--- src/design/gphd_pkg.sv ---
// Constants and carrier types for the high pin function and data block.
// Assumes dword-wide configuration accesses with byte enables.
`default_nettype none
package gphd_pkg;

    // ----------------------------------------------------------------
    // Register map
    // ----------------------------------------------------------------
    localparam logic [7:0] CTRL_OFFSET    = 8'h00_C2;
    localparam logic [7:0] DATA_OFFSET    = 8'h00_C4;
    localparam int         CTRL_SHIFT     = 16;
    localparam int         CTRL_WIDTH     = 10;
    localparam int         DATA_LSB       = 15;
    localparam int         NUM_PINS       = 4;
    localparam int         LOW_PINS       = 15;
    localparam logic [9:0] CTRL_RESET     = 10'h000;
    localparam logic [3:0] DATA_RESET     = 4'h0;

    // ----------------------------------------------------------------
    // Select codes
    // ----------------------------------------------------------------
    localparam logic [2:0] SEL3_OUT  = 3'h0_1;
    localparam logic [2:0] SEL3_ATN1 = 3'h0_2;
    localparam logic [2:0] SEL3_ATN2 = 3'h0_3;
    localparam logic [2:0] SEL3_P3   = 3'h0_4;
    localparam logic [2:0] SEL3_FLT1 = 3'h0_5;
    localparam logic [2:0] SEL3_FLT2 = 3'h0_6;
    localparam logic [2:0] SEL3_FLT3 = 3'h0_7;
    localparam logic [1:0] SEL2_OUT  = 2'h0_1;
    localparam logic [1:0] SEL2_ALT  = 2'h0_2;
    localparam logic [1:0] SEL2_HP   = 2'h0_3;

    typedef struct packed {
        logic        rd;
        logic        wr;
        logic [7:0]  addr;
        logic [3:0]  be;
        logic [31:0] wdata;
    } gphd_cfg_req_type;

    typedef struct packed {
        logic       hpIrq;
        logic       presenceChange;
        logic       powerLimitExceeded;
        logic [2:0] attention;
        logic       powerIndicatorPort3;
    } gphd_hp_src_type;

endpackage
`default_nettype wire

--- src/design/gphd_gpio_high.sv ---
// Function select and pin data registers for general purpose pins 15-18.
// Assumes rst is the fundamental reset and all inputs share clk_sys.
//
// Behaviour
// - Control register bits 15:10 always read as zero.
// - Pin 18 select: input, output, hot-plug interrupt, presence change.
// - Pin 17 select: input, output, input again, power limit exceeded.
// - Pin 16 select: input, output, attention ports 1-3, fault ports 1-3.
// - Pin 15 select: input, output, attention 1-2, port 3 power, faults.
// - Select fields load from EEPROM when present; fundamental reset clears.
// - Data register reads return true pin levels regardless of function.
// - Data writes only change pins configured as plain outputs.
// - Presence change asserts when any port's status and enable both set.
// - Power limit output asserts during PERST or slot limit exceeded.
`timescale 1ns/10ps
`default_nettype none
module gphd_gpio_high
    import gphd_pkg::*;
#(
    parameter int NUM_DN_PORTS = 3
) (
    // Clock and fundamental reset
    input  wire logic                    clk_sys,
    input  wire logic                    rst,
    // Configuration access
    input  wire gphd_cfg_req_type        cfgReq,
    output logic                  [31:0] cfgRdata,
    output logic                         cfgAck,
    // EEPROM load
    input  wire logic                    eeLoad,
    input  wire logic              [9:0] eeCtrl,
    input  wire logic              [3:0] eeData,
    // Hot-plug sources
    input  wire logic                    hotplugIrq,
    input  wire logic              [2:0] presenceChangedStatus,
    input  wire logic              [2:0] presenceChangedEnable,
    input  wire logic                    perstAsserted,
    input  wire logic                    powerLimitCondition,
    input  wire logic              [2:0] attentionIndicator,
    input  wire logic                    powerIndicatorPort3,
    output logic                   [2:0] powerFault,
    // Pins 15-18 and levels of pins 0-14
    input  wire logic              [3:0] pinIn,
    output logic                   [3:0] pinOut,
    output logic                   [3:0] pinOe,
    input  wire logic    [LOW_PINS-1:0] lowPinLevel
);

    if (NUM_DN_PORTS != 3) begin : g_bad_ports
        $error("gphd_gpio_high: select codes cover exactly 3 ports");
    end

    // ----------------------------------------------------------------
    // Helpers
    // ----------------------------------------------------------------
    function automatic logic [2:0] fieldCode(input logic [9:0] c,
                                             input int i);
        case (i)
            0:       fieldCode = c[2:0];
            1:       fieldCode = c[5:3];
            2:       fieldCode = {1'b0, c[7:6]};
            default: fieldCode = {1'b0, c[9:8]};
        endcase
    endfunction

    function automatic logic isPlainOut(input logic [9:0] c, input int i);
        logic [2:0] f;
        f = fieldCode(c, i);
        isPlainOut = (i < 2) ? (f == SEL3_OUT) : (f[1:0] == SEL2_OUT);
    endfunction

    function automatic logic hitDword(input logic [7:0] a,
                                      input logic [7:0] off);
        hitDword = (a[7:2] == off[7:2]);
    endfunction

    logic [9:0]      ctrl;
    logic [3:0]      dataLatch;
    gphd_hp_src_type src;
    logic [3:0]      decOe;
    logic [3:0]      decDrive;
    logic [2:0]      decFault [NUM_PINS];
    logic [2:0]      next_powerFault;
    logic            ctrlHit;
    logic            dataHit;

    assign ctrlHit = hitDword(cfgReq.addr, CTRL_OFFSET);
    assign dataHit = hitDword(cfgReq.addr, DATA_OFFSET);

    // ----------------------------------------------------------------
    // Hot-plug signal sources
    // ----------------------------------------------------------------
    always_comb begin
        src.hpIrq               = hotplugIrq;
        src.presenceChange      = |(presenceChangedStatus
                                    & presenceChangedEnable);
        src.powerLimitExceeded  = perstAsserted
                                  | powerLimitCondition;
        src.attention           = attentionIndicator;
        src.powerIndicatorPort3 = powerIndicatorPort3;
    end

    // ----------------------------------------------------------------
    // Function select register
    // ----------------------------------------------------------------
    // EEPROM load wins over a same-cycle software write
    always_ff @(posedge clk_sys) begin
        if (rst) begin
            ctrl <= CTRL_RESET;
        end else if (eeLoad) begin
            ctrl <= eeCtrl;
        end else if (cfgReq.wr && ctrlHit) begin
            if (cfgReq.be[2]) begin
                ctrl[7:0] <= cfgReq.wdata[CTRL_SHIFT+7:CTRL_SHIFT];
            end
            if (cfgReq.be[3]) begin
                ctrl[9:8] <= cfgReq.wdata[CTRL_SHIFT+9:CTRL_SHIFT+8];
            end
        end
    end

    // ----------------------------------------------------------------
    // Output data latch
    // ----------------------------------------------------------------
    always_ff @(posedge clk_sys) begin
        if (rst) begin
            dataLatch <= DATA_RESET;
        end else if (eeLoad) begin
            dataLatch <= eeData;
        end else if (cfgReq.wr && dataHit) begin
            for (int i = 0; i < NUM_PINS; i++) begin
                if (cfgReq.be[(DATA_LSB+i)/8] && isPlainOut(ctrl, i)) begin
                    dataLatch[i] <= cfgReq.wdata[DATA_LSB+i];
                end
            end
        end
    end

    // ----------------------------------------------------------------
    // Pin function decode
    // ----------------------------------------------------------------
    for (genvar p = 0; p < NUM_PINS; p++) begin : g_pin
        gphd_pin_decode #(
            .PIN(p)
        ) u_dec (
            .code     (fieldCode(ctrl, p)),
            .src      (src),
            .dataBit  (dataLatch[p]),
            .oe       (decOe[p]),
            .drive    (decDrive[p]),
            .faultSel (decFault[p])
        );
    end

    // Fault seen on any pin routed to that port; unrouted reads inactive
    always_comb begin
        next_powerFault = 3'b000;
        for (int i = 0; i < NUM_PINS; i++) begin
            next_powerFault = next_powerFault | (decFault[i] & {3{pinIn[i]}});
        end
    end

    always_ff @(posedge clk_sys) begin
        if (rst) begin
            pinOut     <= 4'h0;
            pinOe      <= 4'h0;
            powerFault <= 3'b000;
        end else begin
            pinOut     <= decDrive;
            pinOe      <= decOe;
            powerFault <= next_powerFault;
        end
    end

    // ----------------------------------------------------------------
    // Read path
    // ----------------------------------------------------------------
    // Low half of the control dword belongs to another register: zero
    always_ff @(posedge clk_sys) begin
        if (rst) begin
            cfgRdata <= 32'h0000_0000;
            cfgAck   <= 1'b0;
        end else begin
            cfgAck   <= cfgReq.rd | cfgReq.wr;
            cfgRdata <= 32'h0000_0000;
            if (cfgReq.rd && ctrlHit) begin
                cfgRdata[CTRL_SHIFT+CTRL_WIDTH-1:CTRL_SHIFT] <= ctrl;
            end else if (cfgReq.rd && dataHit) begin
                cfgRdata[DATA_LSB+NUM_PINS-1:DATA_LSB] <= pinIn;
                cfgRdata[LOW_PINS-1:0] <= lowPinLevel;
            end
        end
    end

    // ----------------------------------------------------------------
    // Assertions
    // ----------------------------------------------------------------
    a_reserved_zero: assert property (
        @(posedge clk_sys) disable iff (rst)
        cfgReq.rd && ctrlHit |=> cfgRdata[31:26] == 6'h00)
        else $error("reserved control bits read nonzero");

    a_pin18_irq: assert property (
        @(posedge clk_sys) disable iff (rst)
        ctrl[9:8] == SEL2_ALT
        |=> pinOe[3] && pinOut[3] == $past(hotplugIrq))
        else $error("pin 18 not carrying hot-plug interrupt");

    a_pin17_input: assert property (
        @(posedge clk_sys) disable iff (rst)
        ctrl[7:6] == SEL2_ALT || ctrl[7:6] == 2'h0_0 |=> !pinOe[2])
        else $error("pin 17 driven while selected as input");

    a_pin16_fault: assert property (
        @(posedge clk_sys) disable iff (rst)
        ctrl[5:3] == SEL3_FLT1 && ctrl[2:0] != SEL3_FLT1
        |=> !pinOe[1] && powerFault[0] == $past(pinIn[1]))
        else $error("pin 16 power fault not routed");

    a_pin15_pwrled: assert property (
        @(posedge clk_sys) disable iff (rst)
        ctrl[2:0] == SEL3_P3
        |=> pinOe[0] && pinOut[0] == $past(powerIndicatorPort3))
        else $error("pin 15 not carrying port 3 power indicator");

    a_fund_reset: assert property (
        @(posedge clk_sys)
        rst |=> ctrl == CTRL_RESET && pinOe == 4'h0)
        else $error("select fields not cleared by reset");

    a_eeprom_load: assert property (
        @(posedge clk_sys) disable iff (rst)
        eeLoad |=> ctrl == $past(eeCtrl))
        else $error("select fields not loaded from EEPROM");

    a_read_level: assert property (
        @(posedge clk_sys) disable iff (rst)
        cfgReq.rd && dataHit
        |=> cfgAck && cfgRdata[18:15] == $past(pinIn))
        else $error("data read does not show pin levels");

    a_write_gated: assert property (
        @(posedge clk_sys) disable iff (rst)
        cfgReq.wr && dataHit && !eeLoad && ctrl[9:8] != SEL2_OUT
        |=> dataLatch[3] == $past(dataLatch[3]))
        else $error("write changed a non-output pin");

    a_presence_chg: assert property (
        @(posedge clk_sys) disable iff (rst)
        ctrl[9:8] == SEL2_HP
        && |(presenceChangedStatus & presenceChangedEnable)
        |=> pinOut[3] && pinOe[3])
        else $error("presence change output not asserted");

    a_power_over: assert property (
        @(posedge clk_sys) disable iff (rst)
        ctrl[7:6] == SEL2_HP && (perstAsserted || powerLimitCondition)
        |=> pinOut[2] && pinOe[2])
        else $error("power limit output not asserted");

endmodule
`default_nettype wire

--- src/design/gphd_pin_decode.sv ---
// One pin's function decoder: select code to drive, enable, fault route.
// Assumes the caller registers the results.
`timescale 1ns/10ps
`default_nettype none
module gphd_pin_decode
    import gphd_pkg::*;
#(
    parameter int PIN = 0
) (
    // Selection
    input  wire logic            [2:0] code,
    input  wire gphd_hp_src_type       src,
    input  wire logic                  dataBit,
    // Result
    output logic                       oe,
    output logic                       drive,
    output logic                 [2:0] faultSel
);

    if (PIN < 0 || PIN >= NUM_PINS) begin : g_bad_pin
        $error("gphd_pin_decode: PIN out of range");
    end

    always_comb begin
        oe       = 1'b0;
        drive    = 1'b0;
        faultSel = 3'b000;
        if (PIN >= 2) begin
            case (code[1:0])
                SEL2_OUT: begin
                    oe    = 1'b1;
                    drive = dataBit;
                end
                SEL2_ALT: begin
                    // Pin 17 treats this code as a plain input
                    if (PIN == 3) begin
                        oe    = 1'b1;
                        drive = src.hpIrq;
                    end
                end
                SEL2_HP: begin
                    oe    = 1'b1;
                    drive = (PIN == 3) ? src.presenceChange
                                       : src.powerLimitExceeded;
                end
                default: begin
                end
            endcase
        end else begin
            case (code)
                SEL3_OUT: begin
                    oe    = 1'b1;
                    drive = dataBit;
                end
                SEL3_ATN1: begin
                    oe    = 1'b1;
                    drive = src.attention[0];
                end
                SEL3_ATN2: begin
                    oe    = 1'b1;
                    drive = src.attention[1];
                end
                SEL3_P3: begin
                    oe    = 1'b1;
                    drive = (PIN == 1) ? src.attention[2]
                                       : src.powerIndicatorPort3;
                end
                SEL3_FLT1: faultSel = 3'b001;
                SEL3_FLT2: faultSel = 3'b010;
                SEL3_FLT3: faultSel = 3'b100;
                default: begin
                end
            endcase
        end
    end

endmodule
`default_nettype wire

--- config.mk ---
export PLATFORM = sky130hd
export DESIGN_NAME = gphd_gpio_high
export DESIGN_NICKNAME = d
export VERILOG_FILES = /design/src/design/gphd_pkg.sv /design/src/design/gphd_gpio_high.sv /design/src/design/gphd_pin_decode.sv
export SDC_FILE = /design/constraint.sdc
export NUM_CORES = 1
export LEC_CHECK = 0
export BUFFER_PORTS_ARGS = -buffer_cell sky130_fd_sc_hd__buf_2
export CORE_MARGIN = 3
export CORE_UTILIZATION = 45
export DETAILED_ROUTE_END_ITERATION = 7
export PLACE_DENSITY = 0.94
export SYNTH_ARGS = -nofsm -noshare
export SYNTH_HDL_FRONTEND = slang
export SYNTH_SLANG_ARGS = --single-unit
--- constraint.sdc ---
create_clock -name clk_sys -period 4.2 [get_ports clk_sys]
set_clock_uncertainty 0.2 [all_clocks]
set_input_delay 0 -clock clk_sys [delete_from_list [all_inputs] [get_ports clk_sys]]
set_output_delay 0 -clock clk_sys [all_outputs]
set_load 0.01 [all_outputs]
=== After elaboration in Yosys (flattened, before gate mapping) ===
Cells that the tools add are included.

* Register bits: 58
* Word-level logic and storage cells: 110

* Eq/ne operators: 25
* Mux-type cells: 34
* Bitwise gates (word level): 8
* Reduce and logical (&&, ||, !) cells: 29

{| class="wikitable"
|+ Operators by type and width
! cell !! count
|-
| equality test 3 bit, second input constant || 8
|-
| 2-to-1 mux 3 bit || 7
|-
| 2-to-1 mux 10 bit || 2
|-
| 2-to-1 mux 19 bit || 1
|-
| one-hot mux 3 bit (3 select lines) || 2
|-
| nonzero test 2 bit || 8
|-
| 2-to-1 mux 2 bit || 7
|-
| equality test 3 x 1 -> 1 bit, second input constant || 4
|-
| equality test 3 x 2 -> 1 bit, second input constant || 4
|-
| equality test 6 bit, second input constant || 2
|-
| AND reduction 2 bit || 6
|-
| AND 3 bit || 3
|-
| OR reduction 3 bit || 3
|-
| equality test 2 x 1 -> 1 bit, second input constant || 4
|-
| logical AND 1 bit || 8
|-
| 2-to-1 mux 1 bit || 8
|-
| 2-to-1 mux 4 bit || 2
|-
| 2-to-1 mux 8 bit || 1
|-
| one-hot mux 1 bit (4 select lines) || 2
|-
| OR reduction 4 bit || 2
|-
| equality test 2 bit, second input constant || 3
|-
| OR reduction 2 bit || 2
|-
| bitwise OR 3 bit || 1
|-
| one-hot mux 1 bit (3 select lines) || 1
|-
| other kinds (3) || 5
|}

=== Depth between registers and ports, before layout ===
* Depth in word-level cells: 10
* Gate-level depth with buffers: 6
* Gate-level depth less buffers: 4

=== Modules after synthesis ===
A second synthesis with hierarchy kept.

* Cells, all modules: 222
* Area total of the unflattened synthesis: 2163.3 µm²

{| class="wikitable"
|+ By module, submodules not included
! module !! times used !! cells an instance !! area each (µm²)
|-
| gphd_gpio_high || 1 || 183 || 1915.6
|-
| gphd_pin_decode (g_pin[0].u_dec ...) || 2 || 12 || 72.6
|-
| gphd_pin_decode (g_pin[3].u_dec) || 1 || 8 || 56.3
|-
| gphd_pin_decode (g_pin[2].u_dec) || 1 || 7 || 46.3
|}

=== Worst setup path before layout ===
No wires, ideal clock.

* Path type: reg-to-reg
* Start point: reg ctrl[1]
* End point: reg dataLatch[0]
* Data arrival time: 1.026 ns
* Setup slack: 2.853 ns
* Cell stages (with the launch flop): 6
* Path buffers: 1
* Path through: dfxtp_1 -> buf_2 -> nor4bb_1 -> nand4_1 -> mux2i_1 -> a21oi_1

* Longest elaborated chain between the ends: 7

{| class="wikitable"
|+ RTL lines
! item !! line !! text
|-
| start, declared || gphd_gpio_high.sv:77 || <nowiki>logic [9:0] ctrl;</nowiki>
|-
| start signal, assigned || gphd_gpio_high.sv:111 || <nowiki>ctrl <= eeCtrl;</nowiki>
|-
| start signal, assigned || gphd_gpio_high.sv:114 || <nowiki>ctrl[7:0] <= cfgReq.wdata[CTRL_SHIFT+7:CTRL_SHIFT];</nowiki>
|-
| 2-to-1 mux 3 bit || gphd_gpio_high.sv:130 || <nowiki>end else if (cfgReq.wr && dataHit) begin</nowiki>
|-
| 2-to-1 mux 3 bit || gphd_gpio_high.sv:128 || <nowiki>end else if (eeLoad) begin</nowiki>
|-
| 2-to-1 mux 3 bit || gphd_gpio_high.sv:126 || <nowiki>if (rst) begin</nowiki>
|-
| equality test 3 x 1 -> 1 bit || gphd_gpio_high.sv:69 || <nowiki>isPlainOut = (i < 2) ? (f == SEL3_OUT) : (f[1:0] == SEL2_OUT);</nowiki>
|-
| logical AND 1 bit || gphd_gpio_high.sv:132 || <nowiki>if (cfgReq.be[(DATA_LSB+i)/8] && isPlainOut(ctrl, i)) begin</nowiki>
|-
| nonzero test 2 bit (no source line) || - ||
|-
| AND reduction 2 bit (no source line) || - ||
|-
| end signal, assigned || gphd_gpio_high.sv:129 || <nowiki>dataLatch <= eeData;</nowiki>
|-
| end signal, assigned by index || gphd_gpio_high.sv:133 || <nowiki>dataLatch[i] <= cfgReq.wdata[DATA_LSB+i];</nowiki>
|-
| end, declared || gphd_gpio_high.sv:78 || <nowiki>logic [3:0] dataLatch;</nowiki>
|}

Every way passes these cells. The select of a mux whose other input is x is not followed.
A chain may end at the register's enable or synchronous reset.

=== Worst setup path after layout ===
* Start point: reg ctrl[0]
* End point: reg pinOut[0]

* Longest elaborated chain between the ends: 2
* Elaborated cells on any way between the ends: 5

{| class="wikitable"
|+ RTL lines
! item !! line !! text
|-
| equality test 3 bit, or another cell as far along || gphd_pin_decode.sv:50 || <nowiki>case (code)</nowiki>
|-
| one-hot mux 1 bit (4 select lines) (*) || gphd_pin_decode.sv:50 ||
|-
| end signal, assigned || gphd_gpio_high.sv:169 || <nowiki>pinOut <= decDrive;</nowiki>
|-
| end, declared || gphd_gpio_high.sv:44 || <nowiki>output logic [3:0] pinOut,</nowiki>
|}

Every way passes the cells marked *; elsewhere a longest branch is shown, timed or not.

==> impl_metrics.env <==
export IMPL_muxShareOfSynthArea_pct=10.7
export IMPL_yosys_area_top_type="dfxtp_1"
export IMPL_dpl_hpwl_um=4010
export IMPL_regToRegSetupSlack_ns=1.70
export IMPL_synth_main_ff_cell="dfxtp_1"
export IMPL_fin_nets=475
export IMPL_synthArstFlopShare_pct=0
export IMPL_clk_insertion_delay_late_ns=0.30
export IMPL_fp_coreArea_um2=4410
export IMPL_path_clk_slew_ns=0.10
export IMPL_drc=0
export IMPL_syn_area_um2=2100
export IMPL_synth_adder_area_share_pct=0
export IMPL_p_per_area_nw_per_um2=289
export IMPL_die_w_um=74.3
export IMPL_seqCellArea_um2=1040
export IMPL_cts_tree="yes"
export IMPL_maxSlewHeadroom_pct=57.3
export IMPL_synth_top_area_share_pct=49.6
export IMPL_synthCells=214
export IMPL_routed_wl_um=7130
export IMPL_hold_start="cfgReq[35]"
export IMPL_yosys_warnings=0
export IMPL_period_minus_slack_ns=2.50
export IMPL_multiInputGateArea_um2=940
export IMPL_avgViaCountPerCell=5.08
export IMPL_numCtsBuffers=5
export IMPL_r2r_end="pinOut[0]$_SDFF_PP0_"
export IMPL_drt_pass1_iter_count=4
export IMPL_start_kind="flop"
export IMPL_die_y_um=74.3
export IMPL_ys_ff_latch=52
export IMPL_area_delta_synth_final_pct=60.1
export IMPL_ios=139
export IMPL_run_status="finished clean"
export IMPL_buffer_ports_inserted=108
export IMPL_drv_cap=0
export IMPL_rsz0062_at_grt="false"
export IMPL_crit_path_max_fanout=10
export IMPL_grt_max_degree=29
export IMPL_clock_path_buffers=2
export IMPL_post_drt_wl_per_cell_um=16.5
export IMPL_htree_levels=2
export IMPL_final_max_slew_viol_count=0
export IMPL_hold_class="primary input to flop"
export IMPL_min_to="ctrl[8]$_SDFFE_PP0P_"
export IMPL_cts_root_buffer="clkbuf_8"
export IMPL_ys_types=37
export IMPL_crit_type="flop to flop"
export IMPL_setup_tns_ns=0
export IMPL_grt_pass1_vias=2172
export IMPL_n_fill_cell=293
export IMPL_grt_ovfl_total=0
export IMPL_setup_viol_count_final=0
export IMPL_drive_gt1_share_pct=31.5
export IMPL_die_area_um2=5520
export IMPL_yosys_area_share_simple_pct=21.7
export IMPL_r2r_start="ctrl[0]$_SDFFE_PP0P_"
export IMPL_critPathArrivalTime_ns=2.47
export IMPL_p_leak_nw=1.63
export IMPL_rows=24
export IMPL_crit_start="ctrl[0]$_SDFFE_PP0P_"
export IMPL_vdd_ir_drop_max_v=0.000151
export IMPL_antennaDiodeCount=0
export IMPL_drt_iter0_drc=227
export IMPL_worst_slew_pin_slew_ns=0.639
export IMPL_routabilityCongestion=0.743
export IMPL_final_util_pct=76.0
export IMPL_critPathRequiredTime_ns=4.18
export IMPL_synth_compound_area_share_pct=10.5
export IMPL_cts_resized=0
export IMPL_final_antenna_net_count=0
export IMPL_hold_viol_final=0
export IMPL_grt_total_usage_pct=25.5
export IMPL_grt_pass1_wl_um=10600
export IMPL_power_total_uw=969
export IMPL_fmax_mhz=400
export IMPL_end_kind="flop"
export IMPL_synth_top_family_by_area="simple AND/OR/NAND/NOR gates"
export IMPL_layout_common_cells="buf_2 (108), dlygate4sd3_1 (67), dfxtp_1 (52)"
export IMPL_whs_path_depth=4
export IMPL_reg2reg_depth=6
export IMPL_synth_xor_area_share_pct=0.835
export IMPL_fin_crit_sh_pct=59.5
export IMPL_synth_edf_count=0
export IMPL_avgSynthCellArea_um2=9.80
export IMPL_cts_sinks=52
export IMPL_layout_commonest_cell="buf_2"
export IMPL_vias=2199
export IMPL_antenna_found_initial=0
export IMPL_start_util_pct=47.5
export IMPL_ys_seq_area_share_pct=49.6
export IMPL_synthTopCellsByArea="dfxtp_1 (50%), mux2i_1 (8.6%), and2_1 (7.5%), a21oi_1 (4.3%), nor2_1 (3.4%)"
==> synth_stat cells, drive strengths merged, types with 2 or more instances <==
cell type	count
nor3	3
inv	3
nand4b	3
xor2	2
mux2	4
clkbuf	3
mux2i	18
o21bai	9
nand3b	4
nand3	2
nand2	9
nor2	20
nand4	3
and3	3
dfxtp	52
and2	25
o21ai	2
a31oi	2
buf	18
a21oi	18
==> layer usage <==
layer  wire length, µm  up-vias  track usage [%]  part of all wire, %
met1              2760      986             28.9                   39
li1                  -     1044                -                    -
met5                 0        -                0                    0
met3               697       24             6.22                  9.8
met4               225        0             10.9                  3.2
met2              3440      145             45.4                   48
==> flip-flops by register name, indices dropped and copies added, names as in the netlist <==
signal      flops
cfgAck          1
cfgRdata       26
ctrl           10
dataLatch       4
pinOe           4
pinOut          4
powerFault      3
==> critical path: stages, from the launching register on <==
cell and delay [ns]:
dfxtp_1 0.54, mux2i_1 0.23, dlygate4sd3_1 0.57, nor2_1 0.04, a21oi_1 0.16, dlygate4sd3_1 0.58, nor3_1 0.05
==> timing repair <==
item                                   4_1_cts  5_1_grt
setup endpoints to repair                    0        0
endpoints found under the hold margin       44        0
setup buffers                                0        0
hold buffers                                67        0
==> per-stage QoR <==
stage,setup WS [ns],std cells,hold slack [ns],instance area [µm²]
6_report,1.70,433,0.0125,3360
4_1_cts,1.75,433,0.00506,3360
3_3_place_gp,2.43,358,0.000430,2600
3_5_place_dp,2.40,358,0.00273,2600
2_1_floorplan,2.85,219,-0.0842,2120
5_1_grt,1.56,433,0.0241,3360
==> cell type report <==
class	instances	share of cell area (%)
clock inverters	2	0.485
inverters	3	0.335
well taps	52	1.94
repair buffers	175	36.1
multi-input cells	143	28.0
clock buffers	6	2.16
flip-flops and latches	52	31.0
==> cell families (layout without fill, tap and decap cells) <==
family	Yosys count	after routing
simple gates	77	77
flops	52	52
compound gates	36	36
buf+inv	24	186
mux	22	22
xor+xnor	2	2
other cells	1	6
==> where the power goes <==
part / switching (mW) / total, mW / internal, mW
Sequential: 0.0172 / 0.525 / 0.508
Combinational: 0.0642 / 0.159 / 0.0952
Clock: 0.165 / 0.284 / 0.119
==> worst max-delay path by stage <==
stage	endpoint	slack [ns]	cells after the start
floorplan	dataLatch[0]$_SDFFE_PP0P_	2.85	5
global placement	ctrl[5]$_SDFFE_PP0P_	2.43	5
finish	pinOut[0]$_SDFF_PP0_	1.70	6
detailed placement	ctrl[6]$_SDFFE_PP0P_	2.40	5
CTS	pinOut[0]$_SDFF_PP0_	1.75	6
global route	pinOut[0]$_SDFF_PP0_	1.56	6
(Power assumes the default switching activity.)
